`src/include/iap_defs.vh`:
```
// constants for the image digitizer output and register port
`ifndef IAP_DEFS_VH
`define IAP_DEFS_VH

`define IAP_BUS_W 14
`define IAP_REG_DATA_W 10
`define IAP_REG_ADDR_W 3
`define IAP_REG_COUNT 8
`define IAP_REG_ADDR_LSB 10
`define IAP_REG_ADDR_MSB 12
`define IAP_REG_DATA_MSB 9

`define IAP_CFG_ADDR 3'h0
`define IAP_REG_RESET 10'h000

`define IAP_CFG_SINGLE_BIT 3
`define IAP_CFG_CHSEL_LOW_BIT 4
`define IAP_CFG_CHSEL_HIGH_BIT 5
`define IAP_CFG_MUX_ORDER_BIT 6
`define IAP_CFG_FORMAT_BIT 7

`define IAP_CHAN_RED 2'h0
`define IAP_CHAN_GREEN 2'h1
`define IAP_CHAN_BLUE 2'h2

`define IAP_HIGH_PART_LSB 6
`define IAP_LOW_PART_PIN_LSB 8
`define IAP_LOW_PART_MSB 5

`define IAP_SER_FRAME_BITS 4'hD
`define IAP_SER_COUNT_MAX 4'hF
`define IAP_SER_W 13

`define IAP_PHASE_HIGH 1'b0
`define IAP_PHASE_LOW 1'b1

`endif

```
`src/rtl/iap_port.v`:
```
// host-side result and register port of a three-channel image digitizer
// Operation
// a high port select takes register writes from the shared bus, a low one from the serial pins.
// the clamp input turns the input clamp bias on when high and off when low.
// bus pins 0 to 9 carry result bits 0 to 9 and also register data bits 0 to 9.
// bus pins 10 to 12 carry result bits 10 to 12 and also the 3-bit register address.
// in demultiplexed mode result bits 0 to 5 appear on the six pins from bus bit eight up.
// output enable low while port select is high is the inhibit mode, a distinct state.
// in single-channel mode channel select low set and high clear picks the blue channel.
// result words on the bus are updated in step with the conversion clock edges.
// the result drivers release the bus while output enable is high and drive it while low.
// configuration bit 7 chooses normal output when clear and demultiplexed output when set.
// in demultiplexed mode the upper 8 bits go out at the rising and the lower 6 at the falling edge.
// the controller holds address and data steady through the write strobe with results disabled.
`timescale 1ns/1ps
`include "iap_defs.vh"

module iap_port #(
    parameter BUS_W = `IAP_BUS_W,
    parameter DATA_W = `IAP_REG_DATA_W,
    parameter ADDR_W = `IAP_REG_ADDR_W,
    parameter REG_COUNT = `IAP_REG_COUNT
) (
    input wire i_mclk,
    input wire i_sys_rst,
    input wire i_conversion_clock,
    input wire i_port_select,
    input wire i_clamp_enable,
    input wire i_out_enable_n,
    input wire i_register_write_strobe,
    input wire i_register_read_strobe,
    input wire i_serial_config_data,
    input wire i_serial_shift_clock,
    input wire [BUS_W-1:0] i_bus_in,
    output reg [BUS_W-1:0] o_bus_out,
    output reg [BUS_W-1:0] o_bus_oe_n,
    input wire [BUS_W-1:0] i_result_data,
    input wire i_result_valid,
    output wire o_result_ready,
    output reg o_clamp_bias,
    output reg o_inhibit,
    output reg o_output_demux,
    output reg o_single_channel,
    output reg [1:0] o_active_channel,
    output reg o_mux_reverse,
    output reg o_config_written
);

    reg [DATA_W-1:0] cfg_mem [0:REG_COUNT-1];
    reg prev_conv;
    reg prev_sclk;
    reg prev_wrt;
    reg [`IAP_SER_W-1:0] ser_shift;
    reg [3:0] ser_count;
    reg [BUS_W-1:0] cur_word;
    reg demux_phase;
    reg [BUS_W-1:0] next_bus_out;
    reg [BUS_W-1:0] next_bus_oe_n;
    reg [1:0] next_channel;
    wire conv_rise;
    wire conv_fall;
    wire sclk_rise;
    wire wrt_rise;
    wire wrt_fall;
    wire [ADDR_W-1:0] bus_addr;
    wire [DATA_W-1:0] cfg_word;
    wire [DATA_W-1:0] read_word;
    wire read_active;
    wire result_drive;
    wire inhibit_now;
    wire par_write;
    wire ser_write;
    wire [ADDR_W-1:0] ser_addr;
    wire [DATA_W-1:0] ser_data;
    wire [BUS_W-1:0] buf_data;
    wire buf_valid;
    integer i;

    // pins are sampled in the system clock domain, so edges are found by comparison
    assign conv_rise = i_conversion_clock && !prev_conv;
    assign conv_fall = !i_conversion_clock && prev_conv;
    assign sclk_rise = i_serial_shift_clock && !prev_sclk;
    assign wrt_rise = i_register_write_strobe && !prev_wrt;
    assign wrt_fall = !i_register_write_strobe && prev_wrt;

    assign bus_addr = i_bus_in[`IAP_REG_ADDR_MSB:`IAP_REG_ADDR_LSB];
    assign cfg_word = cfg_mem[`IAP_CFG_ADDR];
    assign read_word = cfg_mem[bus_addr];

    // bus shared with register traffic: results go out only when the parallel port is idle
    assign inhibit_now = !i_out_enable_n && i_port_select;
    assign result_drive = !i_out_enable_n && !i_port_select;
    assign read_active = i_port_select && i_register_read_strobe && i_out_enable_n;

    // the controller keeps address and data steady around the strobe edge, so one sample is enough
    assign par_write = i_port_select && wrt_rise;
    assign ser_write = !i_port_select && wrt_fall && (ser_count == `IAP_SER_FRAME_BITS);
    assign ser_addr = ser_shift[`IAP_SER_W-1:DATA_W];
    assign ser_data = ser_shift[DATA_W-1:0];

    iap_skid_buf #(
        .WIDTH(BUS_W),
        .DEPTH(2),
        .AW(1)
    ) u_buf (
        .i_mclk(i_mclk),
        .i_sys_rst(i_sys_rst),
        .i_in_data(i_result_data),
        .i_in_valid(i_result_valid),
        .o_in_ready(o_result_ready),
        .o_out_data(buf_data),
        .o_out_valid(buf_valid),
        .i_out_ready(conv_rise)
    );

    always @(posedge i_mclk)
    begin
        if (i_sys_rst)
        begin
            prev_conv <= 1'b0;
            prev_sclk <= 1'b0;
            prev_wrt <= 1'b0;
        end
        else
        begin
            prev_conv <= i_conversion_clock;
            prev_sclk <= i_serial_shift_clock;
            prev_wrt <= i_register_write_strobe;
        end
    end

    // serial frame: address first, then data, most significant bit first, while the strobe is high
    always @(posedge i_mclk)
    begin
        if (i_sys_rst)
        begin
            ser_shift <= {`IAP_SER_W{1'b0}};
            ser_count <= 4'h0;
        end
        else if (i_port_select || !i_register_write_strobe)
        begin
            ser_count <= 4'h0;
        end
        else if (sclk_rise)
        begin
            ser_shift <= {ser_shift[`IAP_SER_W-2:0], i_serial_config_data};
            // a frame that runs long is dropped rather than committed misaligned
            if (ser_count != `IAP_SER_COUNT_MAX)
            begin
                ser_count <= ser_count + 4'h1;
            end
        end
    end

    always @(posedge i_mclk)
    begin
        if (i_sys_rst)
        begin
            for (i = 0; i < REG_COUNT; i = i + 1)
            begin
                cfg_mem[i] <= `IAP_REG_RESET;
            end
            o_config_written <= 1'b0;
        end
        else
        begin
            o_config_written <= par_write || ser_write;
            if (par_write)
            begin
                cfg_mem[bus_addr] <= i_bus_in[`IAP_REG_DATA_MSB:0];
            end
            else if (ser_write)
            begin
                cfg_mem[ser_addr] <= ser_data;
            end
        end
    end

    // word and part selection follow the conversion clock; an empty buffer repeats the last word
    always @(posedge i_mclk)
    begin
        if (i_sys_rst)
        begin
            cur_word <= {BUS_W{1'b0}};
            demux_phase <= `IAP_PHASE_HIGH;
        end
        else if (conv_rise)
        begin
            if (buf_valid)
            begin
                cur_word <= buf_data;
            end
            demux_phase <= `IAP_PHASE_HIGH;
        end
        else if (conv_fall)
        begin
            demux_phase <= `IAP_PHASE_LOW;
        end
    end

    always @*
    begin
        next_bus_out = {BUS_W{1'b0}};
        next_bus_oe_n = {BUS_W{1'b1}};
        if (read_active)
        begin
            next_bus_out[`IAP_REG_DATA_MSB:0] = read_word;
            next_bus_oe_n[`IAP_REG_DATA_MSB:0] = {DATA_W{1'b0}};
        end
        else if (result_drive)
        begin
            // the registered format bit makes pin enables follow the mode output one cycle later
            if (!o_output_demux)
            begin
                next_bus_out = cur_word;
                next_bus_oe_n = {BUS_W{1'b0}};
            end
            else if (demux_phase == `IAP_PHASE_HIGH)
            begin
                next_bus_out[BUS_W-1:`IAP_HIGH_PART_LSB] =
                    cur_word[BUS_W-1:`IAP_HIGH_PART_LSB];
                next_bus_oe_n[BUS_W-1:`IAP_HIGH_PART_LSB] =
                    {(BUS_W-`IAP_HIGH_PART_LSB){1'b0}};
            end
            else
            begin
                next_bus_out[BUS_W-1:`IAP_LOW_PART_PIN_LSB] =
                    cur_word[`IAP_LOW_PART_MSB:0];
                next_bus_oe_n[BUS_W-1:`IAP_LOW_PART_PIN_LSB] =
                    {(BUS_W-`IAP_LOW_PART_PIN_LSB){1'b0}};
            end
        end
    end

    // channel decode; only the blue code is pinned down, the other codes are a fixed choice
    always @*
    begin
        case ({cfg_word[`IAP_CFG_CHSEL_HIGH_BIT], cfg_word[`IAP_CFG_CHSEL_LOW_BIT]})
            2'h1:
            begin
                next_channel = `IAP_CHAN_BLUE;
            end
            2'h2:
            begin
                next_channel = `IAP_CHAN_GREEN;
            end
            default:
            begin
                next_channel = `IAP_CHAN_RED;
            end
        endcase
    end

    always @(posedge i_mclk)
    begin
        if (i_sys_rst)
        begin
            o_bus_out <= {BUS_W{1'b0}};
            o_bus_oe_n <= {BUS_W{1'b1}};
            o_clamp_bias <= 1'b0;
            o_inhibit <= 1'b0;
            o_output_demux <= 1'b0;
            o_single_channel <= 1'b0;
            o_active_channel <= `IAP_CHAN_RED;
            o_mux_reverse <= 1'b0;
        end
        else
        begin
            o_bus_out <= next_bus_out;
            o_bus_oe_n <= next_bus_oe_n;
            o_clamp_bias <= i_clamp_enable;
            o_inhibit <= inhibit_now;
            o_output_demux <= cfg_word[`IAP_CFG_FORMAT_BIT];
            o_single_channel <= cfg_word[`IAP_CFG_SINGLE_BIT];
            o_active_channel <= next_channel;
            o_mux_reverse <= cfg_word[`IAP_CFG_MUX_ORDER_BIT];
        end
    end

endmodule // iap_port

```
`src/rtl/iap_skid_buf.v`:
```
// two-entry word buffer between the converter and the output bus
`timescale 1ns/1ps
`include "iap_defs.vh"

module iap_skid_buf #(
    parameter WIDTH = 14,
    parameter DEPTH = 2,
    parameter AW = 1
) (
    input wire i_mclk,
    input wire i_sys_rst,
    input wire [WIDTH-1:0] i_in_data,
    input wire i_in_valid,
    output reg o_in_ready,
    output reg [WIDTH-1:0] o_out_data,
    output reg o_out_valid,
    input wire i_out_ready
);

    reg [WIDTH-1:0] mem [0:DEPTH-1];
    reg [AW-1:0] wr_ptr;
    reg [AW-1:0] rd_ptr;
    reg [AW:0] count;
    reg [AW:0] next_count;
    reg [AW-1:0] next_rd_ptr;
    wire push;
    wire pop;
    // constants cut to pointer and count width so no compare or sum changes size
    localparam [31:0] LAST_IDX = DEPTH - 1;
    localparam [31:0] FULL_IDX = DEPTH;
    localparam [31:0] STEP_IDX = 1;
    localparam [AW-1:0] LAST_PTR = LAST_IDX[AW-1:0];
    localparam [AW-1:0] PTR_STEP = STEP_IDX[AW-1:0];
    localparam [AW:0] FULL_COUNT = FULL_IDX[AW:0];

    assign push = i_in_valid && o_in_ready;
    assign pop = o_out_valid && i_out_ready;

    always @*
    begin
        next_count = count;
        next_rd_ptr = rd_ptr;
        if (push && !pop)
        begin
            next_count = count + {{AW{1'b0}}, 1'b1};
        end
        else if (pop && !push)
        begin
            next_count = count - {{AW{1'b0}}, 1'b1};
        end
        if (pop)
        begin
            next_rd_ptr = (rd_ptr == LAST_PTR) ? {AW{1'b0}} : rd_ptr + PTR_STEP;
        end
    end

    // data is presented from a register so the output bus sees a clean word
    always @(posedge i_mclk)
    begin
        if (i_sys_rst)
        begin
            wr_ptr <= {AW{1'b0}};
            rd_ptr <= {AW{1'b0}};
            count <= {(AW+1){1'b0}};
            o_in_ready <= 1'b0;
            o_out_valid <= 1'b0;
            o_out_data <= {WIDTH{1'b0}};
        end
        else
        begin
            if (push)
            begin
                mem[wr_ptr] <= i_in_data;
                wr_ptr <= (wr_ptr == LAST_PTR) ? {AW{1'b0}} : wr_ptr + PTR_STEP;
            end
            rd_ptr <= next_rd_ptr;
            count <= next_count;
            o_in_ready <= (next_count != FULL_COUNT);
            o_out_valid <= (next_count != {(AW+1){1'b0}});
            if (next_count == {(AW+1){1'b0}})
            begin
                o_out_data <= o_out_data;
            end
            else if (count == {(AW+1){1'b0}} || (pop && count == {{AW{1'b0}}, 1'b1}))
            begin
                o_out_data <= i_in_data;
            end
            else
            begin
                o_out_data <= mem[next_rd_ptr];
            end
        end
    end

endmodule // iap_skid_buf

```
`config.mk`:
```
export PLATFORM = sky130hd
export DESIGN_NAME = iap_port
export DESIGN_NICKNAME = d
export VERILOG_FILES = /design/src/rtl/iap_port.v /design/src/rtl/iap_skid_buf.v
export VERILOG_INCLUDE_DIRS = /design/src /design/src/include
export SDC_FILE = /design/constraint.sdc
export NUM_CORES = 1
export LEC_CHECK = 0
export BUFFER_PORTS_ARGS = -buffer_cell sky130_fd_sc_hd__clkbuf_2
export CAP_MARGIN = 20
export CORE_ASPECT_RATIO = 0.9
export CORE_MARGIN = 1
export CORE_UTILIZATION = 50
export DETAILED_ROUTE_END_ITERATION = 8
export MAX_ROUTING_LAYER = met4
export PLACE_DENSITY = 0.78
export SLEW_MARGIN = 30
export SYNTH_ARGS = -nofsm -noshare
export SYNTH_HDL_FRONTEND = slang
export SYNTH_SLANG_ARGS = --single-unit
```
`constraint.sdc`:
```
create_clock -name i_mclk -period 6.1 [get_ports i_mclk]
set_clock_uncertainty 0.2 [all_clocks]
set_input_delay 0.305 -clock i_mclk [delete_from_list [all_inputs] [get_ports i_mclk]]
set_output_delay 0.305 -clock i_mclk [all_outputs]
set_load 0.02 [all_outputs]
```
# Word level (Yosys, flattened, before mapping)
# Memory sizes are Yosys's and may differ from the RTL's.
# Cells that the tools add are included.
# classes
n_reduce_logical	40
eq_ne	6
addsub	5
n_mux	36
n_bitwise	2
# op_table
cell	n
$mux W10	6
$reduce_or A10 Y1	2
$mux W6	3
$logic_and A1 B1 Y1	17
$mux W1	17
$mux W14	1
$mux W2	5
$logic_not A1 Y1	9
$mux W8	1
$mux W3	2
$reduce_and A2 Y1	3
$add A4 B1 Y4 const B	1
$eq A2 B1 Y1 const B	2
$eq A4 B4 Y1 const B	1
$logic_not A2 Y1	2
$ne A4 B4 Y1 const B	1
$pmux W2 S2	1
$reduce_or A2 Y1	2
$logic_or A1 B1 Y1	3
$reduce_or A3 Y1	1
$add A1 B1 Y1 const B	2
$add A2 B1 Y2 const B	1
$eq A2 B2 Y1 const B	1
$ne A2 B2 Y1 const B	1
other kinds (3)	4
# word_totals
output_inout_bits	37
n_memories	2
inputBits	39
word_cells	115
ram_bits	108
reg_bits	91
# memory_table
memory	words	width	read_ports	rd_ports_with_merged_regs	wr	line_no	rtl
cfg_mem	8	10	2	0	8	iap_port.v:49	reg [DATA_W-1:0] cfg_mem [0:REG_COUNT-1];
u_buf.mem	2	14	1	0	1	iap_skid_buf.v:20	reg [WIDTH-1:0] mem [0:DEPTH-1];

# Logic depth before layout (Yosys ltp)
# logic_depth
depth_word	10
depth_mapped	7
ltp_nobuf	6

# Modules after synthesis
# Synthesis repeated with hierarchy kept, for this count alone.
# hier_totals
cells_unflattened	684
area_unflattened_um2	8282.9
# by_module_without_submodules
mod	cells_per_inst	seq_area_each_um2	n_inst	area_each_um2
iap_port	542	3623.5	1	6312.3
iap_skid_buf	142	1241.2	1	1970.6

# Worst setup path before layout
# No wires, ideal clock.
# synth_path
path_kind	reg2reg
start	register u_buf.o_in_ready
end	memory u_buf.mem[1][0], enable pin
arrival_time_ns	1.870
stages_incl_launch_ff	3
path_slack_ns	3.624
path_buffers	0
t_required_ns	5.494
path_cell_list	dfxtp_1 > nand2_1 > nor3b_1
# synth_between
elab_chain_len	4
# synth_lines
item	line_no	rtl
from (decl)	iap_skid_buf.v:14	output reg o_in_ready,
from (signal assigned)	iap_skid_buf.v:78	o_in_ready <= (next_count != FULL_COUNT);
$logic_and A1 B1 Y1	iap_skid_buf.v:36	assign push = i_in_valid && o_in_ready;
$mux W1	iap_skid_buf.v:71	if (push)
$mux W1	iap_skid_buf.v:60	if (i_sys_rst)
$mux W1 (implied by the code)	iap_skid_buf.v:73	mem[wr_ptr] <= i_in_data;
to (decl)	iap_skid_buf.v:20	
# No other way between the ends.

==> impl_metrics.json <==
{
  "ys_types": 51,
  "synth-seq-cells": 189,
  "final_nets": 776,
  "cts_buffers": 17,
  "dieWidth_um": 136,
  "cpPeakStageDelay_ns": 0.84,
  "overflow": 0,
  "grt_pass1_vias": 5486,
  "grt_first_pass_wirelength_mm": 27.3,
  "yosysTopAreaCell": "edfxtp_1",
  "grt_max_degree": 50,
  "fin_ws_ns": 2.57,
  "seqCellArea_um2": 4860,
  "worst_pin_slew_ns": 0.950,
  "drc_errors": 0,
  "final_util_pct": 59.3,
  "grt_util_all_layers_pct": 22.8,
  "holdCritPathClass": "input pin to flip-flop",
  "postRouteAntennaNets": 0,
  "fp.dieH_um": 123,
  "status": "finished, final reports clean",
  "pwr_density_cell_nw_per_um2": 321,
  "dr_total_vias": 5490,
  "fin_tns_setup_ns": 0,
  "relSlewSlack_pct": 36.6,
  "cpMaxStageDelayCell": "o32a_1",
  "syn_to_final_growth_pct": 14.6,
  "finalNonFillerCells": 948,
  "endpoint_kind": "flip-flop",
  "antenna_cells": 0,
  "antenna_found_initial": 0,
  "cts_resized": 0,
  "max_freq_mhz": 283,
  "clk_pin_slew_ns": 0.07,
  "synthCells": 661,
  "placedInstanceArea_um2": 8500,
  "ys_async_sr_fraction_pct": 0,
  "finalHoldViolCount": 0,
  "min_period_ns": 3.53,
  "cts_sinks": 189,
  "initial_utilization_pct": 51.7,
  "yosysSeqAreaShare_pct": 60.3,
  "clockBufferDepth": 2,
  "ios": 76,
  "drv_slew": 0,
  "maxCapViolations": 0,
  "coreArea_um2": 15600,
  "die-area_um2": 16700,
  "yosysWarnings": 0,
  "path_max_fanout": 15,
  "first_pass_iters": 5,
  "post-route-period-util_pct": 57.9,
  "synth_top_area_share_pct": 40.2,
  "fin_total_pwr_mw": 2.97,
  "synth-edff-count": 108,
  "cts_tree": "done",
  "synth.net_count": 704,
  "fin_area_um2": 9250,
  "path_class": "flip-flop to flip-flop",
  "wl_per_cell_um": 18.1,
  "drt_iter0_markers": 520,
  "htree_levels": 4,
  "p_leak_nw": 3.38,
  "drive_above_1_share_pct": 21.7,
  "setup_violations": 0,
  "routed_wl_mm": 17.2,
  "post_synth.cell_area_avg_um2": 12.2,
  "hpwl_mm": 11.5,
  "place_inst": 896,
  "cts_root_buf": "clkbuf_16",
  "place_congestion": 0.839,
  "rows": 43,
  "pre_cts_slack_ns": 2.54,
  "insertion_delay_ns": 0.44,
  "yosys_most_used_dff": "edfxtp_1",
  "max-vdd-ir-drop_uv": 220,
  "cp.arrival_ns": 3.40,
  "multiInputGateArea_um2": 2940,
  "cp_data_required_time_ns": 5.97,
  "holdWs_ns": 0.0181,
  "start_kind": "flip-flop",
  "port_buffers": 74,
  "viasPerCell": 5.79,
  "synthTopCellsByArea": "edfxtp_1, dfxtp_1, mux4_2",
  "crit_chain": "ha_1 > nor4b_2 > nand4_2 > o32a_1 > nand2_1",
  "grt_setup_unrepaired": "no",
  "synthesis.area_um2": 8070,
  "nFillCells": 1227
}
[Yosys cell counts, types with 4 or more instances]
cell / n
ha_1: 4
mux4_2: 20
buf_1: 6
dfxtp_1: 81
o221a_2: 13
nand2b_1: 17
inv_1: 9
mux2i_1: 26
nor3_1: 4
clkbuf_1: 14
o32a_1: 4
nor2_1: 94
nand3_1: 25
a32o_1: 13
buf_2: 12
nor2b_1: 12
a32oi_1: 5
mux2i_4: 9
o21ai_0: 12
edfxtp_1: 108
buf_4: 11
a21oi_1: 35
nand2_1: 81
[cell type report]
class	count	share of cell area [%]
clock buffers	19	4.79
clock inverters	13	1.15
inverters	11	0.446
multi-input cells	415	31.8
flip-flops and latches	189	52.6
well taps	202	2.73
repair buffers	99	6.49
[critical path, delay by kind of cell, from the launching register on]
| family | cells | cell delay, ns |
|---|---|---|
| fa+ha+maj | 1 | 0.18 |
| simple gates | 3 | 1.55 |
| flops | 1 | 0.39 |
| compound gates | 1 | 0.84 |
[state kept, by name, summed over array words and instances (netlist names), 2 cells and up]
| name | cells |
|---|---|
| cfg_mem | 80 |
| u_buf.mem | 28 |
| cur_word | 14 |
| o_bus_out | 14 |
| u_buf.o_out_data | 14 |
| ser_shift | 13 |
| o_bus_oe_n | 4 |
| ser_count | 4 |
| o_active_channel | 2 |
| u_buf.count | 2 |
[placed cells by master, fill, tap and decap left out, drive strengths merged, types with 4 or more instances in the layout]
master       Yosys  final
dlygate4sd3      0     19
nor2            94     94
o32a             4      4
buf             32      6
nand2           81     81
nand2b          17     17
o221a           13     13
edfxtp         108    108
mux4            20     20
a21oi           35     35
a32oi            5      5
dfxtp           81     81
nor2b           12     12
nand3           25     25
nor3             4      4
ha               4      4
clkbuf          14     93
mux2i           35     35
clkinv           1      5
inv             10     18
o21ai           12     12
a32o            13     13
[routing by layer]
| metal | share of wire (%) | global-route usage (%) | up-vias |
|---|---|---|---|
| met5 | 0 | - | - |
| li1 | - | - | 2554 |
| met2 | 48 | 36.1 | 271 |
| met1 | 41 | 28.6 | 2641 |
| met4 | 1.6 | 8.54 | 0 |
| met3 | 8.6 | 5.45 | 24 |
[logic make-up (layout without fill, tap and decap cells)]
logic type               count (synthesis)  count (layout)  share of synthesized area (%)
XOR/XNOR                                 5               5                          0.543
adder cells (fa/ha/maj)                  4               4                          0.620
AO/OA/AOI/OAI                           93              93                           8.45
flip-flops                             189             189                           60.3
buffers and inverters                   57             142                           3.63
multiplexers                            56              56                           11.5
AND/OR/NAND/NOR                        257             257                           15.0
[power by group]
part | switching (mW) | internal (mW)
logic | 0.263 | 0.184
registers | 0.0561 | 1.43
clock network | 0.489 | 0.542
total | 0.808 | 2.16
[path summary, 6_finish.rpt]
path	slack, ns	cells after the start	startpoint	end
max	2.57	5	ser_count[0]	cfg_mem[1][9]
min	0.02	2	i_register_write_strobe	prev_wrt
min reg2reg	0.26	2	cur_word[10]	cur_word[10]
max reg2reg	2.57	5	ser_count[0]	cfg_mem[1][9]
[what timing repair did]
action                                 CTS  global route
setup buffers                            0             0
hold buffers                            19             0
endpoints found under the hold margin   34             0
(Power assumes the default switching activity.)
